===== config.mk =====
export PLATFORM = sky130hd
export DESIGN_NAME = rsd_display
export DESIGN_NICKNAME = d
export VERILOG_FILES = /design/src/rsd_pkg.sv /design/src/rsd_display.sv /design/src/rsd_digit.sv
export SDC_FILE = /design/constraint.sdc
export NUM_CORES = 1
export LEC_CHECK = 0
export BUFFER_PORTS_ARGS = -buffer_cell sky130_fd_sc_hd__buf_2
export CAP_MARGIN = 20
export CORE_MARGIN = 3
export CORE_UTILIZATION = 65
export CTS_CLUSTER_SIZE = 24
export DETAILED_ROUTE_END_ITERATION = 8
export PLACE_DENSITY = 0.84
export SYNTH_ARGS = -nofsm -noshare
export SYNTH_HDL_FRONTEND = slang
export SYNTH_SLANG_ARGS = --single-unit

===== constraint.sdc =====
create_clock -name mclk -period 7.4 [get_ports mclk]
set_clock_uncertainty 0.15 [all_clocks]
set_input_delay 1.48 -clock mclk [delete_from_list [all_inputs] [get_ports mclk]]
set_output_delay 1.48 -clock mclk [all_outputs]
set_load 0.03 [all_outputs]

===== src/rsd_pkg.sv =====
// Purpose: shared constants and types for the receiver status display
// Assumes: 100 MHz mclk
// Notes: segment order is {g,f,e,d,c,b,a}, a = top, g = middle, d = bottom
`default_nettype none
package rsd_pkg;
	localparam int CLK_HZ = 100_000_000;
	localparam int FLASH_HZ = 2;
	localparam int FLASH_HALF_CYC = CLK_HZ / (2 * FLASH_HZ);
	localparam int SELFTEST_MS = 1000;
	localparam int SELFTEST_CYC = (CLK_HZ / 1000) * SELFTEST_MS;
	localparam int RESP_MS = 1000;
	localparam int RESP_CYC = (CLK_HZ / 1000) * RESP_MS;
	localparam int ERRPH_MS = 1000;
	localparam int ERRPH_CYC = (CLK_HZ / 1000) * ERRPH_MS;
	localparam int ALIGN_S = 5;
	localparam int ALIGN_CYC = CLK_HZ * ALIGN_S;
	localparam int SEG_TOP = 0;
	localparam int SEG_BOT = 3;
	localparam int SEG_MID = 6;
	localparam logic [6:0] GLYPH_EIGHT = 7'h7F;
	localparam logic [6:0] GLYPH_T = 7'h78;
	localparam logic [6:0] GLYPH_F = 7'h71;
	localparam logic [6:0] GLYPH_E = 7'h79;
	localparam logic [6:0] GLYPH_U = 7'h3E;
	localparam logic [6:0] GLYPH_BLANK = 7'h00;
	localparam logic [1:0] CLASS_INTERNAL = 2'h0;
	localparam logic [1:0] CLASS_EXTERNAL = 2'h1;
	localparam logic [1:0] CLASS_USAGE = 2'h2;

	typedef struct packed {
		logic pending;
		logic blocking;
		logic [1:0] errClass;
		logic [3:0] code;
	} rsd_err_t;

	typedef struct packed {
		logic [2:0] anyClear;
		logic [2:0] allClear;
	} rsd_beams_t;
endpackage : rsd_pkg
`default_nettype wire


===== src/rsd_display.sv =====
// Purpose: receiver status display driver for a one-digit seven-segment display
// Assumes: status inputs come from logic on mclk; mode pins are straps, synchronised here
// Notes: long counts are parameters so simulation can shorten them
// Contract
// - power-on shows eight, then t and response
// - normal operation shows selected mode digit
// - weak signal flashes the mode digit
// - error class letters F, E, U
// - letter then code, repeated while error
// - blocking error latched until power-up
// - enter alignment if unaligned or 5 s interrupted
// - uniform: top, middle, bottom thirds
// - mixed: top res 2, bottom res 1
// - segment on all, flash some, off none
// - leave alignment after 5 s free
`timescale 1ns/10ps
`default_nettype none
module rsd_display #(
	parameter int SELFTEST_CYC = rsd_pkg::SELFTEST_CYC,
	parameter int RESP_CYC = rsd_pkg::RESP_CYC,
	parameter int ERRPH_CYC = rsd_pkg::ERRPH_CYC,
	parameter int ALIGN_CYC = rsd_pkg::ALIGN_CYC,
	parameter int FLASH_HALF_CYC = rsd_pkg::FLASH_HALF_CYC
) (
	// clock and reset
	input wire logic mclk,
	input wire logic rst_b,
	// configuration straps (pins)
	input wire logic [3:0] modeSel,
	input wire logic mixedRes,
	// receiver core status
	input wire logic [7:0] respTimeBcd,
	input wire logic weakSignal,
	input wire logic aligned,
	input wire logic fieldFree,
	input wire rsd_pkg::rsd_beams_t beams,
	input wire rsd_pkg::rsd_err_t err,
	// display
	output logic [6:0] segments,
	output logic alignView
);
	// ************************************************************
	// state
	// ************************************************************
	typedef enum logic [4:0] {
		ST_SELFTEST = 5'h01,
		ST_RESP_T = 5'h02,
		ST_RESP_NUM = 5'h04,
		ST_RUN = 5'h08,
		ST_ALIGN = 5'h10
	} rsd_state_t;

	localparam int TW = $clog2(ALIGN_CYC + 1);
	localparam int FW = $clog2(FLASH_HALF_CYC + 1);

	rsd_state_t state;
	logic [TW-1:0] phaseCnt;
	logic [TW-1:0] fieldCnt;
	logic [FW-1:0] flashCnt;
	logic flashOn;
	logic [3:0] modeMeta;
	logic [3:0] mode;
	logic mixedMeta;
	logic mixed;
	logic blockLatch;
	rsd_pkg::rsd_err_t heldErr;
	logic errShowCode;
	logic [TW-1:0] errCnt;
	logic respDigit;
	logic errActive;
	logic [3:0] digitVal;
	logic [6:0] digitGlyph;
	logic [6:0] next_segments;
	logic [6:0] alignSegs;
	logic [6:0] letter;
	logic enterAlign;
	logic leaveAlign;

	// ************************************************************
	// strap synchroniser and flash timebase
	// ************************************************************
	always_ff @(posedge mclk or negedge rst_b) begin
		if (!rst_b) begin
			modeMeta <= 4'h0;
			mode <= 4'h0;
			mixedMeta <= 1'b0;
			mixed <= 1'b0;
		end else begin
			modeMeta <= modeSel;
			mode <= modeMeta;
			mixedMeta <= mixedRes;
			mixed <= mixedMeta;
		end
	end

	// one enable-driven toggle serves all flashing so everything blinks in phase
	always_ff @(posedge mclk or negedge rst_b) begin
		if (!rst_b) begin
			flashCnt <= '0;
			flashOn <= 1'b1;
		end else if (flashCnt == FW'(FLASH_HALF_CYC - 1)) begin
			flashCnt <= '0;
			flashOn <= !flashOn;
		end else begin
			flashCnt <= flashCnt + FW'(1);
		end
	end

	// ************************************************************
	// error capture
	// ************************************************************
	// blocking error sticks; only a reset (power-up) releases it
	always_ff @(posedge mclk or negedge rst_b) begin
		if (!rst_b) begin
			blockLatch <= 1'b0;
			heldErr <= '0;
		end else if (!blockLatch && err.pending) begin
			blockLatch <= err.blocking;
			heldErr <= err;
		end else if (!blockLatch) begin
			heldErr <= '0;
		end
	end

	assign errActive = heldErr.pending || blockLatch;

	// letter phase then code phase, cycling
	always_ff @(posedge mclk or negedge rst_b) begin
		if (!rst_b) begin
			errCnt <= '0;
			errShowCode <= 1'b0;
		end else if (!errActive) begin
			errCnt <= '0;
			errShowCode <= 1'b0;
		end else if (errCnt == TW'(ERRPH_CYC - 1)) begin
			errCnt <= '0;
			errShowCode <= !errShowCode;
		end else begin
			errCnt <= errCnt + TW'(1);
		end
	end

	// ************************************************************
	// sequencing
	// ************************************************************
	// field timer counts how long the field has been interrupted in run, or free in alignment
	// cleared on every view change: a count saturated before run must not block or skip a switch
	assign enterAlign = (state == ST_RUN) && (!aligned || (fieldCnt >= TW'(ALIGN_CYC - 1)));
	assign leaveAlign = (state == ST_ALIGN) && aligned && (fieldCnt >= TW'(ALIGN_CYC - 1));

	always_ff @(posedge mclk or negedge rst_b) begin
		if (!rst_b) begin
			fieldCnt <= '0;
		end else if (enterAlign || leaveAlign || (state != ST_RUN && state != ST_ALIGN)) begin
			fieldCnt <= '0;
		end else if ((state == ST_RUN && fieldFree) || (state == ST_ALIGN && !fieldFree)) begin
			fieldCnt <= '0;
		end else if (fieldCnt != TW'(ALIGN_CYC)) begin
			fieldCnt <= fieldCnt + TW'(1);
		end
	end

	always_ff @(posedge mclk or negedge rst_b) begin
		if (!rst_b) begin
			state <= ST_SELFTEST;
			phaseCnt <= '0;
		end else begin
			case (state)
				ST_SELFTEST: begin
					phaseCnt <= phaseCnt + TW'(1);
					if (phaseCnt == TW'(SELFTEST_CYC - 1)) begin
						phaseCnt <= '0;
						state <= ST_RESP_T;
					end
				end
				ST_RESP_T: begin
					phaseCnt <= phaseCnt + TW'(1);
					if (phaseCnt == TW'(RESP_CYC - 1)) begin
						phaseCnt <= '0;
						state <= ST_RESP_NUM;
					end
				end
				ST_RESP_NUM: begin
					phaseCnt <= phaseCnt + TW'(1);
					if (phaseCnt == TW'(2 * RESP_CYC - 1)) begin
						phaseCnt <= '0;
						state <= ST_RUN;
					end
				end
				ST_RUN: begin
					if (enterAlign) begin
						state <= ST_ALIGN;
					end
				end
				ST_ALIGN: begin
					if (leaveAlign) begin
						state <= ST_RUN;
					end
				end
				default: state <= ST_SELFTEST;
			endcase
		end
	end

	// ************************************************************
	// glyph selection
	// ************************************************************
	assign respDigit = (phaseCnt < TW'(RESP_CYC)) ? 1'b1 : 1'b0;

	always_comb begin
		case (heldErr.errClass)
			rsd_pkg::CLASS_INTERNAL: letter = rsd_pkg::GLYPH_F;
			rsd_pkg::CLASS_EXTERNAL: letter = rsd_pkg::GLYPH_E;
			default: letter = rsd_pkg::GLYPH_U;
		endcase
	end

	always_comb begin
		digitVal = mode;
		if (errActive) begin
			digitVal = heldErr.code;
		end else if (state == ST_RESP_NUM) begin
			digitVal = respDigit ? respTimeBcd[7:4] : respTimeBcd[3:0];
		end
	end

	rsd_digit digitRom (
		.value(digitVal),
		.glyph(digitGlyph)
	);

	// each zone (middle forced dark when mixed): lit when all clear, flashing when some, dark when none
	always_comb begin
		alignSegs = rsd_pkg::GLYPH_BLANK;
		for (int i = 0; i < 3; i++) begin
			logic lit;
			lit = beams.allClear[i] || (beams.anyClear[i] && flashOn);
			case (i)
				0: alignSegs[rsd_pkg::SEG_TOP] = lit;
				1: alignSegs[rsd_pkg::SEG_MID] = lit && !mixed;
				default: alignSegs[rsd_pkg::SEG_BOT] = lit;
			endcase
		end
	end

	always_comb begin
		next_segments = rsd_pkg::GLYPH_BLANK;
		if (errActive) begin
			next_segments = errShowCode ? digitGlyph : letter;
		end else begin
			case (state)
				ST_SELFTEST: next_segments = rsd_pkg::GLYPH_EIGHT;
				ST_RESP_T: next_segments = rsd_pkg::GLYPH_T;
				ST_RESP_NUM: next_segments = digitGlyph;
				ST_RUN: next_segments = (weakSignal && !flashOn) ? rsd_pkg::GLYPH_BLANK : digitGlyph;
				ST_ALIGN: next_segments = alignSegs;
				default: next_segments = rsd_pkg::GLYPH_BLANK;
			endcase
		end
	end

	always_ff @(posedge mclk or negedge rst_b) begin
		if (!rst_b) begin
			segments <= rsd_pkg::GLYPH_BLANK;
			alignView <= 1'b0;
		end else begin
			segments <= next_segments;
			alignView <= (state == ST_ALIGN) && !errActive;
		end
	end

	// ************************************************************
	// checks
	// ************************************************************
	selftest_eight_a: assert property (@(posedge mclk) disable iff (!rst_b)
		(state == ST_SELFTEST && !errActive) |=> segments == rsd_pkg::GLYPH_EIGHT)
		else $error("self-test glyph missing");
	steady_mode_a: assert property (@(posedge mclk) disable iff (!rst_b)
		(state == ST_RUN && !errActive && !weakSignal) |=> segments == $past(digitGlyph))
		else $error("mode digit not steady");
	weak_blank_a: assert property (@(posedge mclk) disable iff (!rst_b)
		(state == ST_RUN && !errActive && weakSignal && !flashOn) |=> segments == rsd_pkg::GLYPH_BLANK)
		else $error("weak signal not flashing");
	letter_class_a: assert property (@(posedge mclk) disable iff (!rst_b)
		(errActive && !errShowCode && heldErr.errClass == rsd_pkg::CLASS_EXTERNAL) |=> segments == rsd_pkg::GLYPH_E)
		else $error("wrong error letter");
	err_cycle_a: assert property (@(posedge mclk) disable iff (!rst_b)
		(errActive && errCnt == TW'(ERRPH_CYC - 1) && $past(errActive)) |=> errShowCode != $past(errShowCode))
		else $error("error phase did not alternate");
	block_hold_a: assert property (@(posedge mclk) disable iff (!rst_b)
		blockLatch |=> blockLatch)
		else $error("blocking error released");
	enter_align_a: assert property (@(posedge mclk) disable iff (!rst_b)
		(state == ST_RUN && !aligned) |=> state == ST_ALIGN)
		else $error("alignment not entered");
	mixed_mid_a: assert property (@(posedge mclk) disable iff (!rst_b)
		(state == ST_ALIGN && !errActive && mixed) |=> !segments[rsd_pkg::SEG_MID])
		else $error("middle segment used in mixed variant");
	zone_dark_a: assert property (@(posedge mclk) disable iff (!rst_b)
		(state == ST_ALIGN && !errActive && beams.anyClear == 3'h0) |=> segments == rsd_pkg::GLYPH_BLANK)
		else $error("interrupted zone lit");
	leave_align_a: assert property (@(posedge mclk) disable iff (!rst_b)
		(state == ST_ALIGN && !fieldFree) |=> state == ST_ALIGN)
		else $error("left alignment with field interrupted");
	err_first_a: assert property (@(posedge mclk) disable iff (!rst_b)
		errActive |=> !alignView)
		else $error("alignment shown over error");
	cov_align_c: cover property (@(posedge mclk) disable iff (!rst_b) state == ST_RUN ##1 state == ST_ALIGN);
	cov_back_c: cover property (@(posedge mclk) disable iff (!rst_b) state == ST_ALIGN ##1 state == ST_RUN);
	cov_err_c: cover property (@(posedge mclk) disable iff (!rst_b) errActive && errShowCode);
	cov_block_c: cover property (@(posedge mclk) disable iff (!rst_b) blockLatch);
endmodule : rsd_display
`default_nettype wire


===== src/rsd_digit.sv =====
// Purpose: hex digit to seven-segment glyph
// Assumes: segment order {g,f,e,d,c,b,a}, active high
// Notes: pure lookup, no state
`timescale 1ns/10ps
`default_nettype none
module rsd_digit (
	// value
	input wire logic [3:0] value,
	// glyph
	output logic [6:0] glyph
);
	always_comb begin
		case (value)
			4'h0: glyph = 7'h3F;
			4'h1: glyph = 7'h06;
			4'h2: glyph = 7'h5B;
			4'h3: glyph = 7'h4F;
			4'h4: glyph = 7'h66;
			4'h5: glyph = 7'h6D;
			4'h6: glyph = 7'h7D;
			4'h7: glyph = 7'h07;
			4'h8: glyph = 7'h7F;
			4'h9: glyph = 7'h6F;
			4'hA: glyph = 7'h77;
			4'hB: glyph = 7'h7C;
			4'hC: glyph = 7'h39;
			4'hD: glyph = 7'h5E;
			4'hE: glyph = 7'h79;
			default: glyph = 7'h71;
		endcase
	end
endmodule : rsd_digit
`default_nettype wire


* Word level (Yosys, flattened, before mapping)
Memories as Yosys holds them, arrays and structs flattened. Cells that the tools add are included.
Storage, ports and cells: flip-flop bits (word level) 145, bits in read-only memories 112, input bits 32, output and inout bits 8, word-level logic and storage cells 105, memories kept 1
Memory list:
- (name not given) | words 16, width 7, rd ports 1, clocked after memory_dff 0, write ports 0, RTL line rsd_digit.sv:13 | case (value)
Cells by class: $add $sub $neg 4, $lt $le $gt $ge 2, eq/ne operators 20, multiplexer cells 28, reduce and logical (&&, ||, !) cells 33
Operators with widths (count):
- two-way mux 29 bit | 7
- adder 29 x 1 -> 29 bit, second input constant | 3
- == test 29 x 27 -> 1 bit, second input constant | 2
- one-hot mux 29 bit (2 select lines) | 1
- one-hot mux 7 bit (5 select lines) | 1
- == test 29 x 28 -> 1 bit, second input constant | 1
- greater-or-equal comparator 29 bit, second input constant | 1
- < comparator 29 x 27 -> 1 bit, second input constant | 1
- != test 29 bit, second input constant | 1
- adder 25 x 1 -> 25 bit, second input constant | 1
- == test 25 bit, second input constant | 1
- two-way mux 25 bit | 1
- two-way mux 5 bit | 5
- one-hot mux 5 bit (5 select lines) | 1
- two-way mux 7 bit | 3
- two-way mux 8 bit | 2
- one-hot mux 7 bit (2 select lines) | 1
- logical AND 1 bit | 13
- two-way mux 4 bit | 3
- != test 2 bit, second input constant | 5
- logical OR 1 bit | 8
- logical NOT 1 bit | 7
- == test 5 x 1 -> 1 bit, second input constant | 1
- == test 5 x 2 -> 1 bit, second input constant | 1
- other kinds (13) | 16

* Longest topological paths before layout
Gate-level depths: netlist of the first run. An unclocked memory read counts as a cell.
depth in word-level cells 9, gate-level depth with buffers 11, depth with buffers taken out 10

* By module
Synthesis of the first run repeated with hierarchy kept, for this count alone.
Unflattened totals: cells, all modules 746, area total of the unflattened synthesis 7380.8 µm²
By module, submodules not included:
- rsd_display | times used 1, cells each 713, area each 7093.1 µm²
- rsd_digit | times used 1, cells each 33, area each 287.8 µm²

* Worst setup path before layout of the first run
Ideal clock, no wire load.
path kind input-to-reg, start point input respTimeBcd[4], end point register segments[1], setup time 0.124 ns, arrival time 2.781 ns, data required time 7.126 ns, slack 4.345 ns, cell stages on the path 7, cells stage by stage nand3_1 > a31oi_2 > inv_1 > ha_1 > mux2_2 > o211ai_1 > nand2_1
On the way: word-level cells in the longest chain between the ends 7, elaborated cells on any way between the ends 8, classes of those cells mux (7); memory (1)
RTL lines:
- from (decl) | RTL line rsd_display.sv:32 | input wire logic [7:0] respTimeBcd,
- two-way mux 4 bit (*) | RTL line rsd_display.sv:223 | digitVal = respDigit ? respTimeBcd[7:4] : respTimeBcd[3:0];
- two-way mux 4 bit (*) | RTL line rsd_display.sv:222 | end else if (state == ST_RESP_NUM) begin
- two-way mux 4 bit (*) | RTL line rsd_display.sv:220 | if (errActive) begin
- memory read (16 x 7 bit) (*)
- two-way mux 7 bit | RTL line rsd_display.sv:255 | ST_RUN: next_segments = (weakSignal && !flashOn) ? rsd_pkg::GLYPH_BLANK : digitGlyph;
- one-hot mux 7 bit (5 select lines) | RTL line rsd_display.sv:251 | case (state)
- two-way mux 7 bit (*) | RTL line rsd_display.sv:248 | if (errActive) begin
- net next_segments[1] | RTL line rsd_display.sv:73 | logic [6:0] next_segments;
- to (signal assigned) | RTL line rsd_display.sv:264 | segments <= rsd_pkg::GLYPH_BLANK;
- to (signal assigned) | RTL line rsd_display.sv:267 | segments <= next_segments;
- to (decl) | RTL line rsd_display.sv:39 | output logic [6:0] segments,
Mark *: on every way through the listed nets, which the timed path passes. The rest lies on a longest branch. A chain may end at the register's enable or synchronous reset.

* Worst setup path in the final report of the first run
start point register blockLatch, end point register segments[1]
On the way: word-level cells in the longest chain between the ends 6, elaborated cells on any way between the ends 7, classes of those cells mux (5); reduce/logical (1); memory (1)
RTL lines:
- from (decl) | RTL line rsd_display.sv:65 | logic blockLatch;
- from (signal assigned) | RTL line rsd_display.sv:118 | blockLatch <= err.blocking;
- logical OR 1 bit (*) | RTL line rsd_display.sv:125 | assign errActive = heldErr.pending || blockLatch;
- two-way mux 4 bit | RTL line rsd_display.sv:220
- memory read (16 x 7 bit)
- two-way mux 7 bit | RTL line rsd_display.sv:255
- one-hot mux 7 bit (5 select lines) | RTL line rsd_display.sv:251
- two-way mux 7 bit (*) | RTL line rsd_display.sv:248
- net next_segments[1] | RTL line rsd_display.sv:73
Marks and branches as above.

==> results of run 1 <==
[sequential cells by signal (all words and copies together), names as in the netlist, 4 cells and up]
register and count:
errCnt 29, fieldCnt 29, flashCnt 25, heldErr 7, mode 4, modeMeta 4
phaseCnt 29, segments 7, state 5
[final cells by class]
| cell class | instances | share of cell area |
|---|---|---|
| multi-input combinational | 570 | 0.4326 |
| clock inverter | 11 | 0.01576 |
| inverter | 17 | 0.007728 |
| tap | 140 | 0.02122 |
| sequential | 145 | 0.4398 |
| timing repair buffer | 42 | 0.02713 |
| clock buffer | 21 | 0.05577 |
[worst paths after layout]
check,start,endpoint,slack (ps),depth (start not counted)
setup / recovery,blockLatch$_DFFE_PN0P_,segments[1]$_DFF_PN0_,4130,8
hold / removal,modeMeta[2]$_DFF_PN0_,mode[2]$_DFF_PN0_,190,0
setup reg to reg,blockLatch$_DFFE_PN0P_,segments[1]$_DFF_PN0_,4130,8
hold reg to reg,modeMeta[2]$_DFF_PN0_,mode[2]$_DFF_PN0_,190,0
max in group asynchronous,rst_b,errCnt[19]$_DFF_PN0_,4860,2
min in group asynchronous,rst_b,errCnt[21]$_DFF_PN0_,900,1
[synthesized netlist by cell type, types with 3 or more instances]
cell,count,area [sq um]
sky130_fd_sc_hd__nor4_1,8,50.05
sky130_fd_sc_hd__a21o_1,3,22.52
sky130_fd_sc_hd__o21ai_0,30,150.1
sky130_fd_sc_hd__nand4_1,21,131.4
sky130_fd_sc_hd__or3_1,19,118.9
sky130_fd_sc_hd__nor2b_1,6,37.54
sky130_fd_sc_hd__ha_1,11,137.6
sky130_fd_sc_hd__dfrtp_1,143,3578
sky130_fd_sc_hd__a21oi_1,20,100.1
sky130_fd_sc_hd__and4_1,5,43.79
sky130_fd_sc_hd__nand2_1,54,202.7
sky130_fd_sc_hd__clkbuf_1,13,48.80
sky130_fd_sc_hd__nor3_1,20,100.1
sky130_fd_sc_hd__o31ai_1,5,37.54
sky130_fd_sc_hd__o221ai_1,3,26.28
sky130_fd_sc_hd__nand3b_1,3,22.52
sky130_fd_sc_hd__xnor2_1,34,297.8
sky130_fd_sc_hd__xor2_1,64,560.5
sky130_fd_sc_hd__nor2_1,111,416.7
sky130_fd_sc_hd__buf_1,3,11.26
sky130_fd_sc_hd__nand3_1,51,255.2
sky130_fd_sc_hd__inv_1,17,63.81
sky130_fd_sc_hd__a31oi_1,3,18.77
sky130_fd_sc_hd__and2_1,6,37.54
sky130_fd_sc_hd__a22o_1,7,61.31
sky130_fd_sc_hd__o21ai_1,3,15.01
sky130_fd_sc_hd__buf_2,6,30.03
sky130_fd_sc_hd__or2_2,4,25.02
sky130_fd_sc_hd__mux2i_1,10,100.1
sky130_fd_sc_hd__and3_1,26,162.7
[power by group]
group,switching [mW],total (mW),internal (mW)
clock network,0.334,0.850,0.516
registers,0.0455,0.893,0.848
logic,0.128,0.212,0.0843
[worst reg2reg max path, cell delays in order (launching register included)]
cell                       delay, ps
sky130_fd_sc_hd__dfrtp_1         480
sky130_fd_sc_hd__nor2_1          730
sky130_fd_sc_hd__o21ai_0         340
sky130_fd_sc_hd__a31oi_2         420
sky130_fd_sc_hd__inv_1           160
sky130_fd_sc_hd__ha_1            350
sky130_fd_sc_hd__mux2_2          290
sky130_fd_sc_hd__o211ai_1        160
sky130_fd_sc_hd__nand2_1          70
[stage by stage]
step	util	hold WS (ps)	instances
after floorplan	-	181.2	757
after global placement	0.6980	184.4	914
after detailed placement	0.6980	184.7	914
after CTS	0.7518	197.9	946
after global routing	0.7518	217.5	946
final	0.7518	193.9	946
[logic make-up after synthesis]
group	after synthesis	share of synthesized area
and+or+nand+nor	353	0.2450
DFF	145	0.4918
xor gates and xnor gates	98	0.1163
AOI/OAI and AO/OA	96	0.08727
buffers and inverters	42	0.02440
muxes	12	0.01661
adders and majority gates	11	0.01864
[routing by layer]
metal | up-vias | share of wire | GRT usage
li1 | 2720 | - | -
met1 | 2785 | 0.44 | 0.3433
met2 | 170 | 0.49 | 0.4258
met3 | 41 | 0.049 | 0.06954
met4 | 0 | 0.023 | 0.08013
met5 | - | 0 | 0
==> summary.md, run 1 <==
The flow ran to the end, and the final reports show no timing, DRC or antenna violations. The kind of cell with the highest combined delay along the critical path is compound AO/OA/AOI/OAI gates. The logs give 80 for the largest net degree at the start of global routing and 66 for the number of unique standard cell types used by synthesis. The max-slew violation total from the final report was 0. TritonCTS built the clock tree. The number of cell rows was 38; the fraction of the yosys area taken by sequential cells was 0.4918. Proportion of layout cells with a drive suffix above 1: 0.1166. For the pin with the worst max-slew slack, the measured transition is 908.5 ps. The die boundary height was 112.6 microns. The post-synthesis to final-layout area growth is 11.83%. Delay of the slowest critical-path stage: 730 ps. The tools report the kind of launch point of the worst setup path as a flip-flop. The number of buffers and inverters on the critical path is 1. Most common cell after layout, fill and taps aside: sky130_fd_sc_hd__dfrtp_1.

The die outline area was 0.01267 sq mm. For this run, the top clock speed supported by timing is 0.3057 GHz. The minimum clock period is 3271 ps.

Leaving out fill and tap cells, the most frequent cells in the layout are sky130_fd_sc_hd__dfrtp_1, sky130_fd_sc_hd__nor2_1, sky130_fd_sc_hd__xor2_1, sky130_fd_sc_hd__nand2_1, sky130_fd_sc_hd__nand3_1. The leakage power was 3.636 nW. The number of antenna violations at the first check in global routing was 0; the maximum fanout along the worst path was 15.

For the overall routing resource usage, the log shows 0.2608. The worst relative slew slack was 0.3921; the fraction of registers with async set/reset was 1.000. The tools report the sum of negative setup slack as 0 ps.

The first routing iteration left 580 violations. The finished cells cover 0.008257 sq mm. The run gives 7550 ps as the required time of the critical path. The final count of negative-setup-slack endpoints is 0, and the half-perimeter wire length of the detailed placement result is 10,370 microns. Share of the clock period used by the worst path after layout: 0.4421. The core region is 0.01098 sq mm. Clock latency on the worst-skew pair, taken at its later pin, is 420 ps. The mapped netlist covers 0.007383 sq mm. For this run, design rule violations remaining after detail routing come to 0. The count of final hold-check violations is 0, and the instance count of the mapped netlist is 757. The synthesized design contains 145 register bits. Walking the worst path, the cells encountered are nor2_1, o21ai_0, a31oi_2, inv_1, ha_1, mux2_2, o211ai_1, nand2_1. The first-pass GRT wire length is 26,990 microns. Dividing the synthesized area by the synthesized cell count gives 9.753 sq um.

The run gives 3420 ps as the data arrival time at the worst-slack endpoint. Setup repair after global routing left no endpoint under its margin. The starting density of the core is 0.6722, and the pre-CTS worst setup slack is 4091 ps. 40 I/O pins were placed. The count of buffers added on input and output ports is 39. Using the TritonRoute via totals, the vias-per-cell ratio works out to 6.042.

After detailed routing, the total wire length is 15,640 microns. The worst setup path is of the reg2reg kind. Summing all flip-flop and latch instances after layout gives 0.003631 sq mm.

The via count of the first global-routing pass came out at 5,810. The run gives 0 as the number of post-CTS setup repair buffers. Total CTS buffers: 17. The via total after detailed routing is 5,716. Total power of the final layout: 1.955 mW. The clock-pin slew of the registers on the worst-case setup and hold paths is 60 ps, and the horizontal die dimension is 112.6 microns. The tools report the worst ir drop on vdd as 0.2548 mV.

Setup slack closes at 4129 ps. Once placement finished, the instance area stood at 0.007666 sq mm. 0 antenna diodes ended up in the layout. For this design, the CTS-stage hold fixing added 0 buffers. The multi-input gate area in the final layout is 0.003572 sq mm. The largest individual stage delay along the critical path comes from the cell sky130_fd_sc_hd__nor2_1. Dividing the detail-routed wire length by the instance count gives 16.53 microns. The global placement routability congestion is 0.9240, and the maximum level of the CTS H-tree is 4. No sink is reached through more buffers than the 2 on the longest clock path.

In this run the worst hold path is classified as reg2reg. In this run the power density over the cells is 236.8 mW/mm^2. The critical path endpoint category is a flip-flop. CTS placed an instance of sky130_fd_sc_hd__clkbuf_16 at the clock tree root.

In the final design database the tool counted 836 nets. The count of fill cells added during filler insertion was 708; the synthesized net count was 800. The clock drives 145 sinks. In this run, post-CTS repair resized a total of 0 instances.

The remaining antenna violation count after routing is 0, and the max-cap check violation count is 0. The warning count from the yosys run was 0. The number of flops mapped to enable cells by yosys works out to 0. The first detailed-routing pass ran for 5 iterations.

For the overflow left after global routing, the log shows 0. The most used flip-flop cell after synthesis is sky130_fd_sc_hd__dfrtp_1.
No activity file was read; power rests on OpenSTA's default activity.
==> run 2, diff against run 1 <==
- CORE_UTILIZATION: 65 -> 61
- PLACE_DENSITY: 0.84 -> 0.8
- clock period: 7.4 -> 3.37 ns (I/O delays scaled with it)
==> run 2 against run 1 <==
- utilization fell by 3.8 points
- worst hold slack got worse by 120 ps
- global-route usage fell by 1.4 points
- highest routed layer is now met5
==> summary.md, run 2 (same netlist as run 1, synthesis figures left out) <==
The run finished with clean final reports. The tools report the half-perimeter wire length of the detailed placement result as 10,700 microns (+3.2%). The run gives 0 (unchanged) as the number of hold-repair buffers added at the cts stage. The fraction of power consumed by combinational cells was 0.109 (about the same). The via-per-instance ratio is 5.942 (-1.7%), and the final count of negative-setup-slack endpoints is 0 (unchanged). Post-detailed-route wirelength per cell: 16.05 microns (-2.9%). The via count of the first global-routing pass is 5,696 (-2.0%).

The proportion of layout cells with a drive suffix above 1 was 0.1155 (-0.001097). The number of post-CTS setup repair buffers was 0 (unchanged); the count of buffers from port buffering was 39 (unchanged). The fraction of power consumed by sequential logic is 0.456 (about the same), and the number of cell rows is 39 (+2.6%). Setup repair after global routing left no endpoint under its margin. The worst ir drop on vdd was 0.4469 mV (+75%). The worst relative slew slack was 0.4796 (+0.08746); the die outline area was 0.01346 sq mm (+6.2%). Data arrival time at the worst-slack endpoint: 3270 ps (-150 ps). The run gives 0 (unchanged) as the max-slew violation total from the final report.

Share of the clock period used by the worst path after layout: 0.9299 (+0.4878). The post-synthesis to final-layout area growth is 12.32%. The top-level port count is 40 (unchanged). The net switching power figure came out at 1.040 mW (+110%). The remaining antenna violation count after routing was 0 (unchanged).

The critical path endpoint category is a flip-flop. Number of buffers on the longest clock path: 2 (unchanged). The clock-pin slew of the registers on the worst-case setup and hold paths works out to 50 ps (about the same). The count of final hold-check violations was 0 (unchanged). The number of antenna violations at the first check in global routing was 1 (+1); the maximum level of the CTS H-tree was 4 (unchanged).

The least setup slack across all paths after layout was 236.3 ps (-3892 ps); the area inside the core boundary was 0.01161 sq mm (+5.7%). The internal power of the cells was 3.259 mW (+130%); the net switching fraction of the power was 0.2420 (-0.01741). The run gives 26,230 microns (-2.8%) as the first-pass GRT wire length. The tools report the clock network fraction of design power as 0.435 (about the same). The minimum clock period is 3134 ps (-137.7 ps). The path depth of the worst reg2reg path works out to 10 (+2). Total power of the final layout: 4.299 mW (+120%).

For the number of detailed-route iterations in the first pass, the log shows 4 (-1). The tools report the highest achievable clock rate as 0.3191 GHz (+4.4%). For the global placement routability congestion, the log shows 0.9425 (+2.0%). Kind of launch point of the worst setup path: a flip-flop.

The worst-margin pin slew is 772.5 ps (-136.0 ps). The sum of negative setup slack was 0 ps (unchanged). The library cells used most frequently in the layout, excluding fill and tap cells, are sky130_fd_sc_hd__dfrtp_1, sky130_fd_sc_hd__nor2_1, sky130_fd_sc_hd__xor2_1, sky130_fd_sc_hd__nand2_1, sky130_fd_sc_hd__nand3_1.

The path class of the tightest hold or removal check is in2async. The via total after detailed routing is 5,633 (-1.5%). The horizontal die dimension works out to 116.0 microns (+3.1%). The clock latency of the later-clocked register in the worst-skew pair was 420 ps (about the same); the starting density of the core was 0.6357 (-0.03650). The run gives 63 (-21%) as the largest net degree at the start of global routing.

The logs give 0 (unchanged) for the remaining design rule violation count and 222.0 ps (-3869 ps) for the pre-CTS worst setup slack. The max-cap check violation count is 0 (unchanged), and the antenna diode instance count is 0 (unchanged). For the area after detailed placement, the log shows 0.007705 sq mm (+0.51%).

The number of design-rule violations left by the first detailed-router iteration was 465 (-20%). The count of placed standard cells including taps was 920 (+0.66%). TritonCTS built the clock tree.

The clock tree root driver cell was sky130_fd_sc_hd__clkbuf_16. Most common cell after layout, fill and taps aside: sky130_fd_sc_hd__dfrtp_1. The required time of the critical path was 3510 ps (-4040 ps); the maximum fanout along the worst path was 8 (-7). For the final instance area, the log shows 0.008293 sq mm (+0.44%). The post-route non-filler standard cell count came out at 948 (+0.21%).

The largest registers in the layout are errCnt (29), fieldCnt (29), phaseCnt (29). The logs give 240 ps (-3890 ps) for the reg-to-reg setup timing slack and 3.665 nW (+0.82%) for the leakage power. The number of gates given a new drive strength after cts was 0 (unchanged); the overall routing resource usage was 0.2466 (-0.01429). Die boundary height: 116.0 microns (+3.1%). The logs give 17 (unchanged) for the total CTS buffers and 0 (unchanged) for the overflow left after global routing. For the total routed wirelength, the log shows 15,220 microns (-2.7%).

Type of the setup path with the least slack: reg2reg. The count of clock tree sinks was 145 (unchanged); the count of fill cells added during filler insertion was 859 (+21%). The power density relative to cell area works out to 518.4 mW/mm^2 (+120%).

The final net count is 839 (+0.36%).
-- run 2: cell types whose count changed in the layout (fill, tap and decap cells not counted), sizes merged --
cell,delta
buf,+3
inv,-1
clkinvlp,-4
bufinv,+1
clkinv,-2
clkbuf,+2
-- run 2: worst paths after layout --
path                                         endpoint                     start
worst max-delay path            segments[1]$_DFF_PN0_  phaseCnt[11]$_DFFE_PN0P_
worst max register to register  segments[1]$_DFF_PN0_  phaseCnt[11]$_DFFE_PN0P_
min in group mclk                   mode[1]$_DFF_PN0_     modeMeta[1]$_DFF_PN0_
max in group asynchronous        state[0]$_DFFE_PN1P_                     rst_b
worst min-delay path             errCnt[17]$_DFF_PN0_                     rst_b
worst min register to register      mode[1]$_DFF_PN0_     modeMeta[1]$_DFF_PN0_
-- run 2: critical path, stage by stage, from the launching register on --
cell and delay [ps]:
sky130_fd_sc_hd__dfrtp_1 400, sky130_fd_sc_hd__or4_4 560, sky130_fd_sc_hd__o211ai_2 200, sky130_fd_sc_hd__a211o_4 190
sky130_fd_sc_hd__nand3_1 100, sky130_fd_sc_hd__a31oi_2 400, sky130_fd_sc_hd__inv_1 170, sky130_fd_sc_hd__ha_1 350
sky130_fd_sc_hd__mux2_2 260, sky130_fd_sc_hd__o211ai_1 150, sky130_fd_sc_hd__nand2_1 70
-- run 2: cell type report --
cell class | count | area (sq um) | area share
Multi-Input combinational cell | 570 | 3578 | 0.4315
Inverter | 17 | 63.81 | 0.007695
Sequential cell | 145 | 3631 | 0.4378
Timing Repair Buffer | 45 | 259.0 | 0.03123
Clock buffer | 23 | 478.0 | 0.05763
Clock inverter | 5 | 103.9 | 0.01252
Tap cell | 143 | 178.9 | 0.02158
-- run 2: stage by stage --
step	hold slack, ps	utilization
floorplan	181.2	-
global placement	185.4	0.6634
detailed placement	184.7	0.6634
CTS	95.27	0.7135
global route	121.8	0.7141
finish	73.73	0.7141
-- run 2: power by group through the flow --
| stage | Sequential, mW | Clock [mW] | Combinational [mW] |
|---|---|---|---|
| after floorplan | 1.99 | 0 | 0.300 |
| after CTS | 1.96 | 1.90 | 0.471 |
| final | 1.96 | 1.87 | 0.469 |
| after global routing | 1.97 | 1.98 | 0.520 |
| after detailed placement | 1.98 | 0 | 0.466 |
| after global placement | 1.97 | 0 | 0.435 |
-- run 2: layer usage --
layer / vias to the layer above / part of all wire / global-route usage
li1: 2711 / - / -
met5: - / 0.00085 / 0
met4: 2 / 0.014 / 0.07966
met1: 2768 / 0.45 / 0.3268
met3: 21 / 0.055 / 0.06684
met2: 131 / 0.48 / 0.3974
==> run 3, diff against run 2 <==
- CORE_UTILIZATION: 61 -> 50
- PLACE_DENSITY: 0.8 -> 0.67
==> run 3 against run 2 <==
- sequential power hardly changed
- die area is 21% higher
- clock-buffer cell count is 2 lower
- power is 0.52% lower
- final cell count is 4.5% higher
- worst setup slack worse by 3.7 ps
- worst hold slack worse by 42 ps
- combinational power is 2% lower
- largest power group unchanged
- highest routed layer is now met4
==> summary.md, run 3 (same netlist as run 1, synthesis figures left out) <==
The highest achievable clock rate was 0.3187 GHz (-0.12%); the count of final hold-check violations was 0 (unchanged). The via-per-instance ratio was 5.663 (-4.7%). Cell at the slowest stage of the critical path: sky130_fd_sc_hd__or4_4.

The first-pass GRT wire length came out at 25,950 microns (-1.1%). The path depth of the worst reg2reg path is 10 (unchanged), and the final instance area is 0.008356 sq mm (+0.75%). The logs give 40 (unchanged) for the top-level port count and 17 (unchanged) for the total CTS buffers. The starting density of the core came out at 0.5218 (-0.1139). The die outline area came out at 0.01626 sq mm (+21%). The worst ir drop on vdd is 0.3506 mV (-22%), and the via total after detailed routing is 5,612 (-0.37%). The tree is rooted in a sky130_fd_sc_hd__clkbuf_16.

In this run the critical register-to-register path is launched from phaseCnt[11]$_DFFE_PN0P_. The sum of negative setup slack is 0 ps (unchanged), and the count of buffers from port buffering is 39 (unchanged). The clock latency of the later-clocked register in the worst-skew pair is 420 ps (about the same), and the number of buffers and inverters on the critical path is 1 (unchanged). TritonCTS built the clock tree.

For the final count of negative-setup-slack endpoints, the log shows 0 (unchanged). Most common cell after layout, fill and taps aside: sky130_fd_sc_hd__dfrtp_1. For the area inside the core boundary, the log shows 0.01415 sq mm (+22%).

The largest net degree at the start of global routing came out at 53 (-16%). Kind of launch point of the worst setup path: a flip-flop. The run gives 841 (+0.24%) as the final net count.

Delay of the slowest critical-path stage: 550 ps (about the same). The via count of the first global-routing pass was 5,501 (-3.4%); the number of detailed-route iterations in the first pass was 5 (+1). The horizontal die dimension works out to 127.5 microns (+9.9%).

The data arrival time at the worst-slack endpoint is 3320 ps (+50 ps), and the reg-to-reg setup timing slack is 230 ps (about the same). The setup path with the least slack is of type reg2reg. The number of buffers on the longest clock path was 2 (unchanged); the worst relative slew slack was 0.4274 (-0.05223). Grouping stages by cell kind, the critical path spends the most delay in compound AO/OA/AOI/OAI gates. The die boundary height works out to 127.5 microns (+9.9%).

In this run the critical register-to-register path is captured at segments[5]$_DFF_PN0_. The run gives 0 (unchanged) as the overflow left after global routing. The minimum clock period is 3137 ps (+3.672 ps), and the max-slew violation total from the final report is 0 (unchanged). For the remaining design rule violation count, the log shows 0 (unchanged). The number of cell rows was 43 (+10%); the post-detailed-route wirelength per cell was 15.49 microns (-3.5%). The run gives 0.5905 (-0.1236) as the share of the core filled with cells in the final layout. Number of design-rule violations left by the first detailed-router iteration: 388 (-17%). The maximum level of the CTS H-tree was 4 (unchanged); the post-synthesis to final-layout area growth was 13.17%.

In the layout the commonest cells are sky130_fd_sc_hd__dfrtp_1, sky130_fd_sc_hd__nor2_1, sky130_fd_sc_hd__xor2_1, sky130_fd_sc_hd__nand2_1, sky130_fd_sc_hd__nand3_1. The total routed wirelength came out at 15,350 microns (+0.88%). The number of post-CTS setup repair buffers was 0 (unchanged); the clock-pin slew of the registers on the worst-case setup and hold paths was 60 ps (about the same). The proportion of layout cells with a drive suffix above 1 is 0.1221 (+0.006544).

The number of gates given a new drive strength after cts is 0 (unchanged). For the remaining antenna violation count after routing, the log shows 0 (unchanged). Setup repair after global routing left no endpoint under its margin. The critical path goes through or4_4, o211ai_2, a211o_4, nand3_1, a31oi_1, inv_1, ha_1, mux2i_1, o221ai_1, a32oi_1. The number of antenna violations at the first check in global routing was 0 (-1). Maximum fanout along the worst path: 7 (-1). The required time of the critical path is 3550 ps (+40 ps). The class of the worst hold path is in2async. The tools report the global placement routability congestion as 0.8987 (-4.6%). The run finished with clean final reports. The leakage power came out at 3.674 nW (+0.22%). The power density relative to cell area was 511.8 mW/mm^2 (-1.3%).

The number of hold-repair buffers added at the cts stage is 0 (unchanged). The tools report the area after detailed placement as 0.007766 sq mm (+0.80%). The worst-margin pin slew was 850.0 ps (+77.52 ps); the half-perimeter wire length of the detailed placement result was 10,890 microns (+1.7%). The tools report the count of fill cells added during filler insertion as 1,206 (+40%).

STA classifies the critical path endpoint as a flip-flop. The largest registers in the layout are errCnt (29), fieldCnt (29), phaseCnt (29). The antenna diode instance count was 0 (unchanged); the share of the clock period used by the worst path after layout was 0.9310 (+0.001090). The max-cap check violation count is 0 (unchanged), and the count of clock tree sinks is 145 (unchanged). Overall routing resource usage: 0.1991 (-0.04750).
-- run 3: metal layers --
metal | GRT usage | vias up | routed length, microns
met1 | 0.2765 | 2733 | 7348
met4 | 0.06877 | 0 | 333
met5 | 0 | - | 0
li1 | - | 2727 | -
met2 | 0.3038 | 125 | 6924
met3 | 0.05226 | 27 | 748
-- run 3: worst max-delay path by stage --
stage                                   from                    end  depth (start not counted)
detailed placement  phaseCnt[12]$_DFFE_PN0P_  segments[5]$_DFF_PN0_                         10
global placement    phaseCnt[11]$_DFFE_PN0P_  segments[4]$_DFF_PN0_                         10
floorplan           phaseCnt[11]$_DFFE_PN0P_  segments[1]$_DFF_PN0_                         10
global route        phaseCnt[19]$_DFFE_PN0P_  segments[4]$_DFF_PN0_                         10
CTS                 phaseCnt[11]$_DFFE_PN0P_  segments[5]$_DFF_PN0_                         10
finish              phaseCnt[11]$_DFFE_PN0P_  segments[5]$_DFF_PN0_                         10
-- run 3: through the flow --
stage | worst slack [ps] | hold slack (ps) | power, mW | cells
final | 232.6 | 32.02 | 4.276 | 991
after global routing | 62.37 | 61.77 | 4.471 | 991
after CTS | 229.1 | 50.48 | 4.332 | 991
after detailed placement | 266.1 | 189.4 | 2.446 | 959
after global placement | 337.2 | 187.8 | 2.425 | 959
after floorplan | 491.0 | 181.2 | 2.287 | 757
-- run 3: cell type report --
| type | instances | area [sq um] | share of cell area |
|---|---|---|---|
| flip-flops and latches | 145 | 3631 | 0.4346 |
| repair buffers | 47 | 274.0 | 0.03279 |
| well taps | 180 | 225.2 | 0.02695 |
| clock buffers | 21 | 460.4 | 0.05511 |
| multi-input cells | 570 | 3572 | 0.4275 |
| clock inverters | 11 | 128.9 | 0.01542 |
| inverters | 17 | 63.81 | 0.007637 |
-- run 3: power breakdown --
group	switching (mW)	internal, mW	leakage (nW)
logic	0.269	0.191	1.47
registers	0.0916	1.86	1.92
clock network	0.730	1.13	0.284
total	1.09	3.19	3.67
